### config.mk
export PLATFORM = sky130hd
export DESIGN_NAME = efc_flow_unit
export DESIGN_NICKNAME = d
export VERILOG_FILES = /design/src/hw/efc_pkg.sv /design/src/hw/efc_flow_unit.sv
export SDC_FILE = /design/constraint.sdc
export NUM_CORES = 1
export LEC_CHECK = 0
export BUFFER_PORTS_ARGS = -buffer_cell sky130_fd_sc_hd__clkbuf_2
export CORE_ASPECT_RATIO = 2
export CORE_MARGIN = 2
export CORE_UTILIZATION = 49
export CTS_CLUSTER_DIAMETER = 80
export DETAILED_ROUTE_END_ITERATION = 10
export GPL_TIMING_DRIVEN = 0
export PLACE_DENSITY = 0.81
export SETUP_SLACK_MARGIN = 0.3
export SYNTH_ARGS = -nofsm -noshare
export SYNTH_HDL_FRONTEND = slang
export SYNTH_SLANG_ARGS = --single-unit
### constraint.sdc
create_clock -name sys_clk -period 2.8 [get_ports sys_clk]
set_clock_uncertainty 0.05 [all_clocks]
set_input_delay 0.28 -clock sys_clk [delete_from_list [all_inputs] [get_ports sys_clk]]
set_output_delay 0.28 -clock sys_clk [all_outputs]
set_load 0.05 [all_outputs]
### src/hw/efc_pkg.sv
package efc_pkg;
	// engine and jump widths
	localparam int PC_W = 7;
	localparam int VAR_W = 8;
	localparam int SKIP_W = 5;
	// cycle counts in 32 kHz engine-clock units
	localparam int ENG_CLK_HZ = 32000;
	localparam int SYS_CLK_HZ = 40000000;
	localparam int TICK_DIV = SYS_CLK_HZ / ENG_CLK_HZ;
	localparam logic [10:0] TICK_LAST = 11'(TICK_DIV - 1);
	localparam logic [4:0] INSTR_TICKS = 5'h10;
	localparam logic [1:0] EXT_OUT_TICKS = 2'h3;
	localparam logic [1:0] EXT_IN_TICKS = 2'h2;
	// trigger mask bit positions
	localparam int WAIT_E1_BIT = 7;
	localparam int WAIT_EXT_BIT = 12;
	localparam int SEND_E1_BIT = 1;
	localparam int SEND_EXT_BIT = 6;
	// reset values
	localparam logic [PC_W-1:0] PC_RESET = 7'h00;
	localparam logic [VAR_W-1:0] FADER_ZERO = 8'h00;

	// flow-control operations
	typedef enum logic [2:0] {
		EFC_OP_END, EFC_OP_TRIG, EFC_OP_JNE, EFC_OP_JGE, EFC_OP_JUMP_IF_LESS, EFC_OP_JUMP_IF_EQUAL
	} efc_op_t;

	// decoded instruction
	typedef struct packed {
		efc_op_t op;
		logic endInt;
		logic endReset;
		logic [3:0] waitMask; // ext, e3, e2, e1
		logic [3:0] sendMask; // ext, e3, e2, e1
		logic [SKIP_W-1:0] skip;
		logic [1:0] selA;
		logic [1:0] selB;
	} efc_instr_t;

	// operand sources
	typedef struct packed {
		logic [VAR_W-1:0] varA;
		logic [VAR_W-1:0] varB;
		logic [VAR_W-1:0] varC;
		logic [VAR_W-1:0] varD;
	} efc_vars_t;
endpackage : efc_pkg
### src/hw/efc_flow_unit.sv
`timescale 1ns/1ps
`default_nettype none
module efc_flow_unit (
	// clock and reset
	input wire logic sys_clk,
	input wire logic rstn,
	// instruction issue
	input wire logic instrValid,
	input wire logic [15:0] instrWord,
	input wire efc_pkg::efc_op_t instrOp,
	input wire logic [1:0] engineId, // 0..2 = engine one..three
	output logic instrDone,
	// program counter
	input wire logic [efc_pkg::PC_W-1:0] pcCur,
	output logic pcLoad,
	output logic [efc_pkg::PC_W-1:0] pcNext,
	output logic engineHold,
	// variable store
	input wire efc_pkg::efc_vars_t vars,
	// pwm and fader effects
	output logic pwmClearMapped,
	output logic faderClear,
	// interrupt
	input wire logic statusRead,
	output logic intStatus,
	output logic int_n,
	// inter-engine triggers
	input wire logic [2:0] trigIn, // one-cycle pulses from engines
	output logic [2:0] trigOut,
	// external trigger pin, open drain
	input wire logic extTrig_n_i,
	output logic extTrig_o,
	output logic extTrig_oe
);
	import efc_pkg::*;

	// ******************************
	// helpers
	// ******************************
	// operand select, A, B, global C, register D
	function automatic logic [VAR_W-1:0] pickVar(input logic [1:0] sel, input efc_vars_t v);
		case (sel)
			2'h0: pickVar = v.varA;
			2'h1: pickVar = v.varB;
			2'h2: pickVar = v.varC;
			default: pickVar = v.varD;
		endcase
	endfunction : pickVar

	typedef enum {EFC_IDLE, EFC_RUN, EFC_SEND_EXT, EFC_WAIT} efc_state_t;

	efc_state_t state_q;
	efc_instr_t ins_q;
	efc_instr_t ins_d;
	logic [10:0] div_q;
	logic tick;
	logic [4:0] cnt_q;
	logic [1:0] extCnt_q;
	logic [3:0] latched_q;
	logic [1:0] lowCnt_q;
	logic sync1_q;
	logic sync2_q;
	logic [1:0] oeTail_q;
	logic ownPulse;
	logic extSeen;
	logic [VAR_W-1:0] opA;
	logic [VAR_W-1:0] opB;
	logic cond;
	logic finish;
	logic waitMet;

	// ******************************
	// decode
	// ******************************
	always_comb begin
		ins_d.op = instrOp;
		ins_d.endInt = instrWord[11];
		ins_d.endReset = instrWord[10];
		ins_d.waitMask = {instrWord[WAIT_EXT_BIT], instrWord[WAIT_E1_BIT+2 -: 3]};
		ins_d.sendMask = {instrWord[SEND_EXT_BIT], instrWord[SEND_E1_BIT+2 -: 3]};
		ins_d.skip = instrWord[8:4];
		ins_d.selA = instrWord[3:2];
		ins_d.selB = instrWord[1:0];
	end

	// ******************************
	// engine clock tick
	// ******************************
	assign tick = (div_q == TICK_LAST);
	always_ff @(posedge sys_clk or negedge rstn) begin
		if (!rstn) begin
			div_q <= 11'h000;
		end else if (tick) begin
			div_q <= 11'h000;
		end else begin
			div_q <= div_q + 11'h001;
		end
	end

	// ******************************
	// external trigger input
	// ******************************
	// two-flop synchroniser
	always_ff @(posedge sys_clk or negedge rstn) begin
		if (!rstn) begin
			sync1_q <= 1'b1;
			sync2_q <= 1'b1;
		end else begin
			sync1_q <= extTrig_n_i;
			sync2_q <= sync1_q;
		end
	end

	// own pulse still shows in the synchroniser two cycles after release
	always_ff @(posedge sys_clk or negedge rstn) begin
		if (!rstn) begin
			oeTail_q <= 2'h0;
		end else begin
			oeTail_q <= {oeTail_q[0], extTrig_oe};
		end
	end
	assign ownPulse = extTrig_oe || (oeTail_q != 2'h0);

	// low for two engine ticks, masked while driving
	always_ff @(posedge sys_clk or negedge rstn) begin
		if (!rstn) begin
			lowCnt_q <= 2'h0;
		end else if (sync2_q || ownPulse) begin
			lowCnt_q <= 2'h0;
		end else if (tick && lowCnt_q != EXT_IN_TICKS) begin
			lowCnt_q <= lowCnt_q + 2'h1;
		end
	end
	assign extSeen = tick && !sync2_q && !ownPulse && (lowCnt_q == EXT_IN_TICKS - 2'h1);

	// ******************************
	// operand compare
	// ******************************
	assign opA = pickVar(ins_q.selA, vars);
	assign opB = pickVar(ins_q.selB, vars);
	always_comb begin
		case (ins_q.op)
			EFC_OP_JNE: cond = (opA != opB);
			EFC_OP_JGE: cond = (opA >= opB);
			EFC_OP_JUMP_IF_LESS: cond = (opA < opB);
			EFC_OP_JUMP_IF_EQUAL: cond = (opA == opB);
			default: cond = 1'b0;
		endcase
	end

	assign waitMet = ((latched_q & ins_q.waitMask) == ins_q.waitMask);
	assign finish = tick && (cnt_q >= INSTR_TICKS - 5'h1);

	// ******************************
	// sequencer
	// ******************************
	always_ff @(posedge sys_clk or negedge rstn) begin
		if (!rstn) begin
			state_q <= EFC_IDLE;
			ins_q <= '0;
			cnt_q <= 5'h00;
		end else begin
			case (state_q)
				EFC_IDLE: begin
					if (instrValid) begin
						ins_q <= ins_d;
						cnt_q <= 5'h00;
						if (instrOp == EFC_OP_TRIG && ins_d.sendMask[3]) begin
							state_q <= EFC_SEND_EXT;
						end else if (instrOp == EFC_OP_TRIG && ins_d.waitMask != 4'h0) begin
							state_q <= EFC_WAIT;
						end else begin
							state_q <= EFC_RUN;
						end
					end
				end
				EFC_SEND_EXT: begin
					if (tick && cnt_q != 5'h1f) begin
						cnt_q <= cnt_q + 5'h01;
					end
					if (tick && extCnt_q == EXT_OUT_TICKS) begin
						state_q <= (ins_q.waitMask != 4'h0) ? EFC_WAIT : EFC_RUN;
					end
				end
				EFC_RUN, EFC_WAIT: begin
					if (tick && cnt_q != 5'h1f) begin
						cnt_q <= cnt_q + 5'h01;
					end
					if (finish && (state_q == EFC_RUN || waitMet)) begin
						state_q <= EFC_IDLE;
					end
				end
				default: state_q <= EFC_IDLE;
			endcase
		end
	end

	assign instrDone = (state_q == EFC_RUN || (state_q == EFC_WAIT && waitMet)) && finish;

	// ******************************
	// external trigger output
	// ******************************
	always_ff @(posedge sys_clk or negedge rstn) begin
		if (!rstn) begin
			extCnt_q <= 2'h0;
		end else if (state_q != EFC_SEND_EXT) begin
			extCnt_q <= 2'h0;
		end else if (tick && extCnt_q != EXT_OUT_TICKS) begin
			extCnt_q <= extCnt_q + 2'h1;
		end
	end
	// pulse starts on a tick so it spans three whole engine periods
	assign extTrig_oe = (state_q == EFC_SEND_EXT) && (extCnt_q != 2'h0);
	assign extTrig_o = 1'b0;

	// ******************************
	// received trigger latch
	// ******************************
	always_ff @(posedge sys_clk or negedge rstn) begin
		if (!rstn) begin
			latched_q <= 4'h0;
		end else if (instrDone && ins_q.op == EFC_OP_TRIG) begin
			latched_q <= ({extSeen, trigIn}) | (latched_q & ~ins_q.waitMask);
		end else begin
			latched_q <= latched_q | {extSeen, trigIn};
		end
	end

	// ******************************
	// engine-to-engine send
	// ******************************
	always_ff @(posedge sys_clk or negedge rstn) begin
		if (!rstn) begin
			trigOut <= 3'h0;
		end else begin
			trigOut <= (instrDone && ins_q.op == EFC_OP_TRIG) ? ins_q.sendMask[2:0] : 3'h0;
		end
	end

	// ******************************
	// program counter and end effects
	// ******************************
	always_ff @(posedge sys_clk or negedge rstn) begin
		if (!rstn) begin
			pcLoad <= 1'b0;
			pcNext <= PC_RESET;
			pwmClearMapped <= 1'b0;
			faderClear <= 1'b0;
		end else begin
			pcLoad <= instrDone;
			pwmClearMapped <= instrDone && ins_q.op == EFC_OP_END && ins_q.endReset;
			faderClear <= instrDone && ins_q.op == EFC_OP_END && ins_q.endReset;
			if (instrDone && ins_q.op == EFC_OP_END) begin
				pcNext <= PC_RESET;
			end else if (instrDone && cond) begin
				pcNext <= pcCur + PC_W'({2'b00, ins_q.skip}) + PC_W'(1);
			end else begin
				pcNext <= pcCur + PC_W'(1);
			end
		end
	end

	// hold after end
	always_ff @(posedge sys_clk or negedge rstn) begin
		if (!rstn) begin
			engineHold <= 1'b0;
		end else if (instrDone && ins_q.op == EFC_OP_END) begin
			engineHold <= 1'b1;
		end else if (instrValid) begin
			engineHold <= 1'b0;
		end
	end

	// ******************************
	// interrupt
	// ******************************
	always_ff @(posedge sys_clk or negedge rstn) begin
		if (!rstn) begin
			intStatus <= 1'b0;
			int_n <= 1'b1;
		end else if (instrDone && ins_q.op == EFC_OP_END && ins_q.endInt) begin
			intStatus <= 1'b1;
			int_n <= 1'b0;
		end else if (statusRead) begin
			intStatus <= 1'b0;
			int_n <= 1'b1;
		end
	end
endmodule : efc_flow_unit
`default_nettype wire

Word level (Yosys, flattened, before mapping) --
Index checks and enable logic that the tools add are counted.
Word-level totals: bits of input ports 68, word-level logic and storage cells 140, bits in registers 96
Cells by class: reductions and logical operators 43, order comparisons 3, $add $sub $neg 7, equality and inequality tests 30, bitwise gates (word level) 5, muxes and demuxes 28
Operator list (number):
- 32-bit by 2-bit == test with 1-bit output (second input constant) | 3
- 32-bit two-way mux | 3
- 32-bit case mux with 3 select lines | 1
- 32-bit by 3-bit == test with 1-bit output (second input constant) | 2
- 8-bit case mux with 3 select lines | 2
- 32-bit by 1-bit == test with 1-bit output (second input constant) | 1
- 32-bit zero test | 1
- 32-bit by 3-bit != test with 1-bit output (second input constant) | 1
- 1-bit logical AND | 19
- 7-bit by 1-bit adder with 7-bit output (second input constant) | 2
- 2-bit two-way mux | 7
- 7-bit two-way mux | 2
- 2-bit nonzero test | 7
- 11-bit by 1-bit adder with 11-bit output (second input constant) | 1
- 11-bit == test (second input constant) | 1
- 11-bit two-way mux | 1
- 5-bit two-way mux | 2
- 2-bit != test (second input constant) | 5
- 5-bit case mux with 2 select lines | 1
- 4-bit bitwise AND | 2
- 8-bit == test | 1
- 8-bit >= comparator | 1
- 8-bit less-than comparator | 1
- 8-bit != test | 1
- other kinds (27) | 48

Logic depth before layout (Yosys ltp) --
Gate-level depths: netlist of run 1.
word-level depth 8, depth in mapped cells 12

Worst setup path before layout of run 1 --
Ideal clock, no wire load.
kind reg-to-reg, start reg ins_q[10] (netlist name), end reg pcNext[1] (netlist bit), required time 2677 ps, path slack -227 ps, stages on the path, launching flop included 12, setup time 73 ps, period minus slack after synthesis 3027 ps, data arrival time 2904 ps, cells stage by stage dfrtp_1 > clkbuf_1 > mux4_2 > ha_1 > nor2b_1 > o211ai_1 > a21oi_1 > o41ai_1 > o21ai_2 > buf_6 > or2_1 > a21oi_2
RTL lines:
- end signal: assignment | RTL line efc_flow_unit.sv:256 | pcNext <= pcCur + PC_W'({2'b00, ins_q.skip}) + PC_W'(1);
- end signal: assignment | RTL line efc_flow_unit.sv:258 | pcNext <= pcCur + PC_W'(1);
- end: declaration | RTL line efc_flow_unit.sv:16 | output logic [efc_pkg::PC_W-1:0] pcNext,

==> metrics, run 1 <==
outcome finished, violations left; failing checks setup timing; RSZ-0062 raised after global routing true; internal power 0.00177 W; total CTS buffers 9; Skew-Pair Late Insertion Delay 0.33 ns; Post-synth EDFFs 0; Setup crit start kind register; max-cap violations 0; part of the power in registers 39.8%; syn nets 422; initial antenna violation count 0; nets 522; FF+latch count, synth 61; R2R depth 13; fin crit period 3.03 ns; Post-Synth XOR/XNOR Area 4.11%; htree depth 3; Unique masters post-synth 53; largest family of logic cells by synthesized area simple AND/OR/NAND/NOR gates; vias 2959; Routed WL per cell 15.9 um; synth warn 0; global-route usage over all layers 22.5%; Std-Cell Rows 44; WHS 0.0109 ns; Cells after Synth 330; cell area after synthesis 3620 um2; Peak VDD IR 0.000381 V; RePlAce Congestion 0.847; critical path fanouts, max 8; Switch Pwr 0.000589 W; Clock transition at path regs 0.05 ns; LEAKAGE 2.19 nW; final cell count without fillers 526; post-synthesis mux area share 15.4%; Synth Flop Type dfrtp_1; Ports 87; Arrival @ worst endpoint 3.19 ns; grt total ovfl 0; TritonCTS clock tree yes; chip width 64.8 um; Initial DRC Count 183; fin util 63.6%; die footprint 8130 um2; switching share of total power 25.0%; DRC viols 0; Crit Path Class reg -> reg; vias in the first global route 3064; TritonRoute pass-1 iters 5; commonest non-fill, non-tap cell in the layout clkbuf_2; commonest cells after routing, fill and taps aside clkbuf_2 (81), dfrtp_1 (58), nor2_1 (24); measured slew at the worst slew-check pin 0.867 ns; final setup fails 7; Routed Antenna Nets 0; CTS max path bufs 2; register area share after synthesis 42.3%; Power Dens Cells 513 nW/um2; Clock Sinks 61; Ant. Diodes 0; syn avg cell area 11.0 um2; Initial Utilization 50.2%; Synth async-reset ratio 100%; pre-CTS setup slack -0.334 ns; routed wire length 8.38 mm; area share of fa/ha/maj cells after synthesis 8.51%; logic gate share of total power 16.9%; worst min path class in -> async; final max-slew violation count 0; area delta synth->final 26.8%; placed insts 502; Max-Slew Margin vs Limit 41.9%; Final Cycle Share 108%; share of cells above drive strength 1 37.1%; first-pass GRT wire length 14.0 mm; setup ws final -0.229 ns; clock power share 43.3%; Pwr Total 0.00235 W; Req. time, crit path 2.96 ns; CP endpoint kind register; DP Wirelength 6.23 mm; CTS root buf clkbuf_16; Fmax 330 MHz; simple-gate share of the synthesized area 16.5%; Synth Area in Compound Gates 8.85%; core area 7210 um2; Die Ht 126 um; largest net degree at the start of global routing 62; Via density 5.63; port bufs 80; final hold violation count 0
power by group through the flow:
stage               logic (W)  registers [W]  clock network, W
global placement     0.000343       0.000947                 0
floorplan            0.000206       0.000972                 0
finish               0.000397       0.000937           0.00102
global route         0.000436       0.000939           0.00108
detailed placement   0.000357       0.000949                 0
CTS                  0.000391       0.000935           0.00104
critical path, stage by stage, from the launching register on:
cell and delay (ns):
dfrtp_1 0.39, clkbuf_8 0.18, mux4_2 0.50, ha_1 0.31, nand4_1 0.20, buf_4 0.22
nor4_4 0.25, o22ai_2 0.13, o41ai_2 0.08, o21ai_2 0.14, buf_6 0.16, buf_4 0.14
nand4_1 0.09, nand3_1 0.07
final timing paths:
check / from / slack (ns) / endpoint
hold / removal: rstn / 0.01 / ins_q[6]
hold reg to reg: sync1_q / 0.31 / sync2_q
setup / recovery: ins_q[10] / -0.23 / pcNext[5]
setup reg to reg: ins_q[10] / -0.23 / pcNext[5]
max in group asynchronous: rstn / 2.13 / div_q[7]
min in group sys_clk: trigIn[2] / 0.09 / latched_q[2]
cell type report:
| cell class | count | area, um2 |
|---|---|---|
| fillers | 595 | 2620 |
| multi-input cells | 234 | 2010 |
| flip-flops and latches | 61 | 1530 |
| repair buffers | 89 | 479 |
| clock buffers | 14 | 274 |
| well taps | 92 | 115 |
| plain buffers | 13 | 93.8 |
| inverters | 22 | 82.6 |
| clock inverters | 1 | 5.00 |
cell families (layout without fill, tap and decap cells):
| group | after synthesis | in the layout |
|---|---|---|
| muxes | 34 | 34 |
| xor gates and xnor gates | 17 | 17 |
| buffers and inverters | 35 | 139 |
| and+or+nand+nor | 111 | 111 |
| AOI/OAI and AO/OA | 47 | 47 |
| adders and majority gates | 24 | 24 |
| other | 1 | 1 |
| DFF | 61 | 61 |
metal layers:
layer | vias to the layer above | share of wire, % | global-route usage [%] | routed length (um)
li1 | 1389 | - | - | -
met1 | 1449 | 34 | 21.7 | 2840
met2 | 85 | 58 | 42.0 | 4860
met3 | 36 | 3.8 | 4.95 | 319
met4 | 0 | 4.3 | 12.4 | 356
met5 | - | 0 | 0 | 0
flip-flops by register name (all words and copies together) (netlist names):
signal and flops:
cnt_q 5, div_q 11, engineHold 1, extCnt_q 2, faderClear 1, ins_q 16, intStatus 1, int_n 1
latched_q 4, lowCnt_q 2, oeTail_q 2, pcLoad 1, pcNext 7, state_q 2, sync1_q 1, sync2_q 1
trigOut 3
repair_timing:
item,4_1_cts,5_1_grt
endpoints found under the hold margin,1,0
setup buffers,5,2
pin swaps,7,1
hold buffers,1,0
cloned,1,0
setup endpoints to repair,7,7
resized for setup,11,1
through the flow:
stage / TNS [ns] / area [um2]
global route: -1.89 / 4590
CTS: -0.416 / 4570
finish: -1.32 / 4590
global placement: -1.10 / 4170
floorplan: 0 / 3660
detailed placement: -1.72 / 4180
Yosys cell counts (2+ instances only):
cell type	count	share of area, %
or4_1	2	0.41
buf_2	5	0.69
and2_1	5	0.86
mux2_2	14	4.4
a22o_1	2	0.48
xnor2_1	10	2.4
and3_1	9	1.6
dfrtp_1	58	40
nand3_1	12	1.7
nand4_1	8	1.4
inv_1	22	2.3
xor2_1	7	1.7
nand2b_1	4	0.69
buf_4	2	0.41
a21o_1	6	1.2
nor3_1	3	0.41
dfstp_2	3	2.2
a211oi_1	3	0.62
ha_1	23	8.0
mux2i_1	4	1.1
nand3b_1	2	0.41
o21ai_0	17	2.4
a21oi_1	7	0.97
clkbuf_1	5	0.52
nor2b_1	12	2.1
mux4_2	16	10
nor2_1	24	2.5
nand2_1	19	2.0
and4_4	2	0.62
Note: power is estimated with default switching activity, not from simulation.
==> run 2: changes to the inputs <==
Settings changed: REMOVE_ABC_BUFFERS set to 1.
==> run 2 against run 1 <==
Effect of this change:
- the flow still finishes with violations (setup timing)
- cell area is 0.63% higher
- via count is 0.30% lower
- sequential power is 0.9% higher
- first-iteration DRC count is 30% lower
- critical path type unchanged
- largest cell class unchanged
- highest routed layer unchanged
==> metrics, run 2 (same netlist as run 1, synthesis figures left out) <==
nets 513; setup ws final -0.165 ns; placed insts 489; fin util 64.0%; Clock transition at path regs 0.05 ns; Reg with most FFs ins_q; Req. time, crit path 2.98 ns; final setup fails 7; port bufs 80; failing checks setup timing; core area 7210 um2; RSZ-0062 raised after global routing true; CTS root buf clkbuf_16; TritonRoute pass-1 iters 4; LEAKAGE 2.19 nW; Max-Slew Margin vs Limit 41.8%; vias 2950; Arrival @ worst endpoint 3.14 ns; final cell count without fillers 518; die footprint 8130 um2; initial antenna violation count 0; htree depth 3; commonest cells after routing, fill and taps aside clkbuf_2 (78), dfrtp_1 (56), nor2_1 (24); Ant. Diodes 0; RePlAce Congestion 0.857; vias in the first global route 3179; CTS max path bufs 2; max FFs per register 16; Power Dens Cells 551 nW/um2; global-route usage over all layers 23.3%; Routed Antenna Nets 0; Initial DRC Count 129; Crit Path Class reg -> reg; Peak VDD IR 0.000483 V; pre-CTS setup slack -0.572 ns; final hold violation count 0; first-pass GRT wire length 14.4 mm; critical path fanouts, max 7; outcome finished, violations left; Pwr Total 0.00254 W; Worst R2R End pcNext[3]; largest net degree at the start of global routing 62; CP endpoint kind register; Routed WL per cell 16.6 um; R2R depth 11; DP Wirelength 5.94 mm; commonest non-fill, non-tap cell in the layout clkbuf_2; share of cells above drive strength 1 36.6%; Via density 5.69; RR Startpoint ins_q[10]; max-cap violations 0; grt total ovfl 0; Initial Utilization 50.2%; Setup crit start kind register; TritonCTS clock tree yes; worst min path class in -> async; measured slew at the worst slew-check pin 0.870 ns; Fmax 337 MHz; chip width 64.8 um; internal reg-to-reg setup slack -0.16 ns; total CTS buffers 9; Final Cycle Share 106%; routed wire length 8.60 mm; Skew-Pair Late Insertion Delay 0.33 ns; Clock Sinks 61; Largest regs ins_q (16), div_q (11), pcNext (7); final max-slew violation count 0; Std-Cell Rows 44; Die Ht 126 um; fin crit period 2.96 ns; DRC viols 0; Ports 87; area delta synth->final 27.6%
==> run 2: changes by cell type in the layout (fill, tap and decap cells not counted), sizes merged <==
cell    before  now
buf         16   12
clkbuf      99   92
clkinv       1    2
bufinv       0    2
==> run 2: worst max-delay path by stage <==
stage,endpoint,from,cells past startpoint
6_report,pcNext[3],ins_q[10],11
5_1_grt,pcNext[2],ins_q[10],12
4_1_cts,pcNext[5],ins_q[10],12
3_5_place_dp,pcNext[0],ins_q[10],9
3_3_place_gp,pcNext[0],ins_q[10],9
2_1_floorplan,pcNext[0],ins_q[10],9
==> run 2: what timing repair did <==
action,4_1_cts,5_1_grt
setup buffers,11,1
endpoints found under the hold margin,1,0
gates resized for setup,17,5
pin swaps,6,2
gates cloned,0,0
endpoints found under the setup margin,7,8
hold buffers,1,0
==> run 2: cell type report <==
cell class,count,area [um2]
inverters,22,82.6
clock buffers,12,256
repair buffers,93,539
flip-flops and latches,61,1530
fillers,550,2590
multi-input cells,234,2020
clock inverters,4,70.1
well taps,92,115
==> run 2: worst max-delay path, cell delays in order, from the launching register on <==
cell,delay (ns)
dfrtp_2,0.39
buf_6,0.14
mux4_2,0.50
ha_1,0.34
nor2b_1,0.17
o211ai_1,0.27
a21oi_2,0.13
o41ai_4,0.26
o21ai_2,0.11
buf_6,0.14
buf_4,0.15
a211oi_1,0.22
==> run 2: metal layers <==
layer	part of all wire, %	GRT usage [%]	vias up
met4	4.4	12.9	0
li1	-	-	1365
met1	35	22.9	1464
met3	4.6	6.47	31
met2	56	42.1	90
met5	0	0	-
==> run 2: per-stage QoR <==
stage / hold WS, ns / setup TNS (ns) / instance area (um2)
after floorplan: -0.0656 / -0.375 / 3550
after global placement: 0.297 / -2.93 / 4060
after detailed placement: 0.299 / -3.30 / 4070
after CTS: 0.0603 / -0.533 / 4590
after global routing: 0.0874 / -1.86 / 4620
final: 0.0178 / -0.929 / 4620
==> run 2: where the power goes <==
part | total (W) | switching, W | internal, W
Clock | 0.00120 | 0.000375 | 0.000823
Combinational | 0.000401 | 0.000210 | 0.000190
Sequential | 0.000945 | 0.0000300 | 0.000915
Total | 0.00254 | 0.000616 | 0.00193
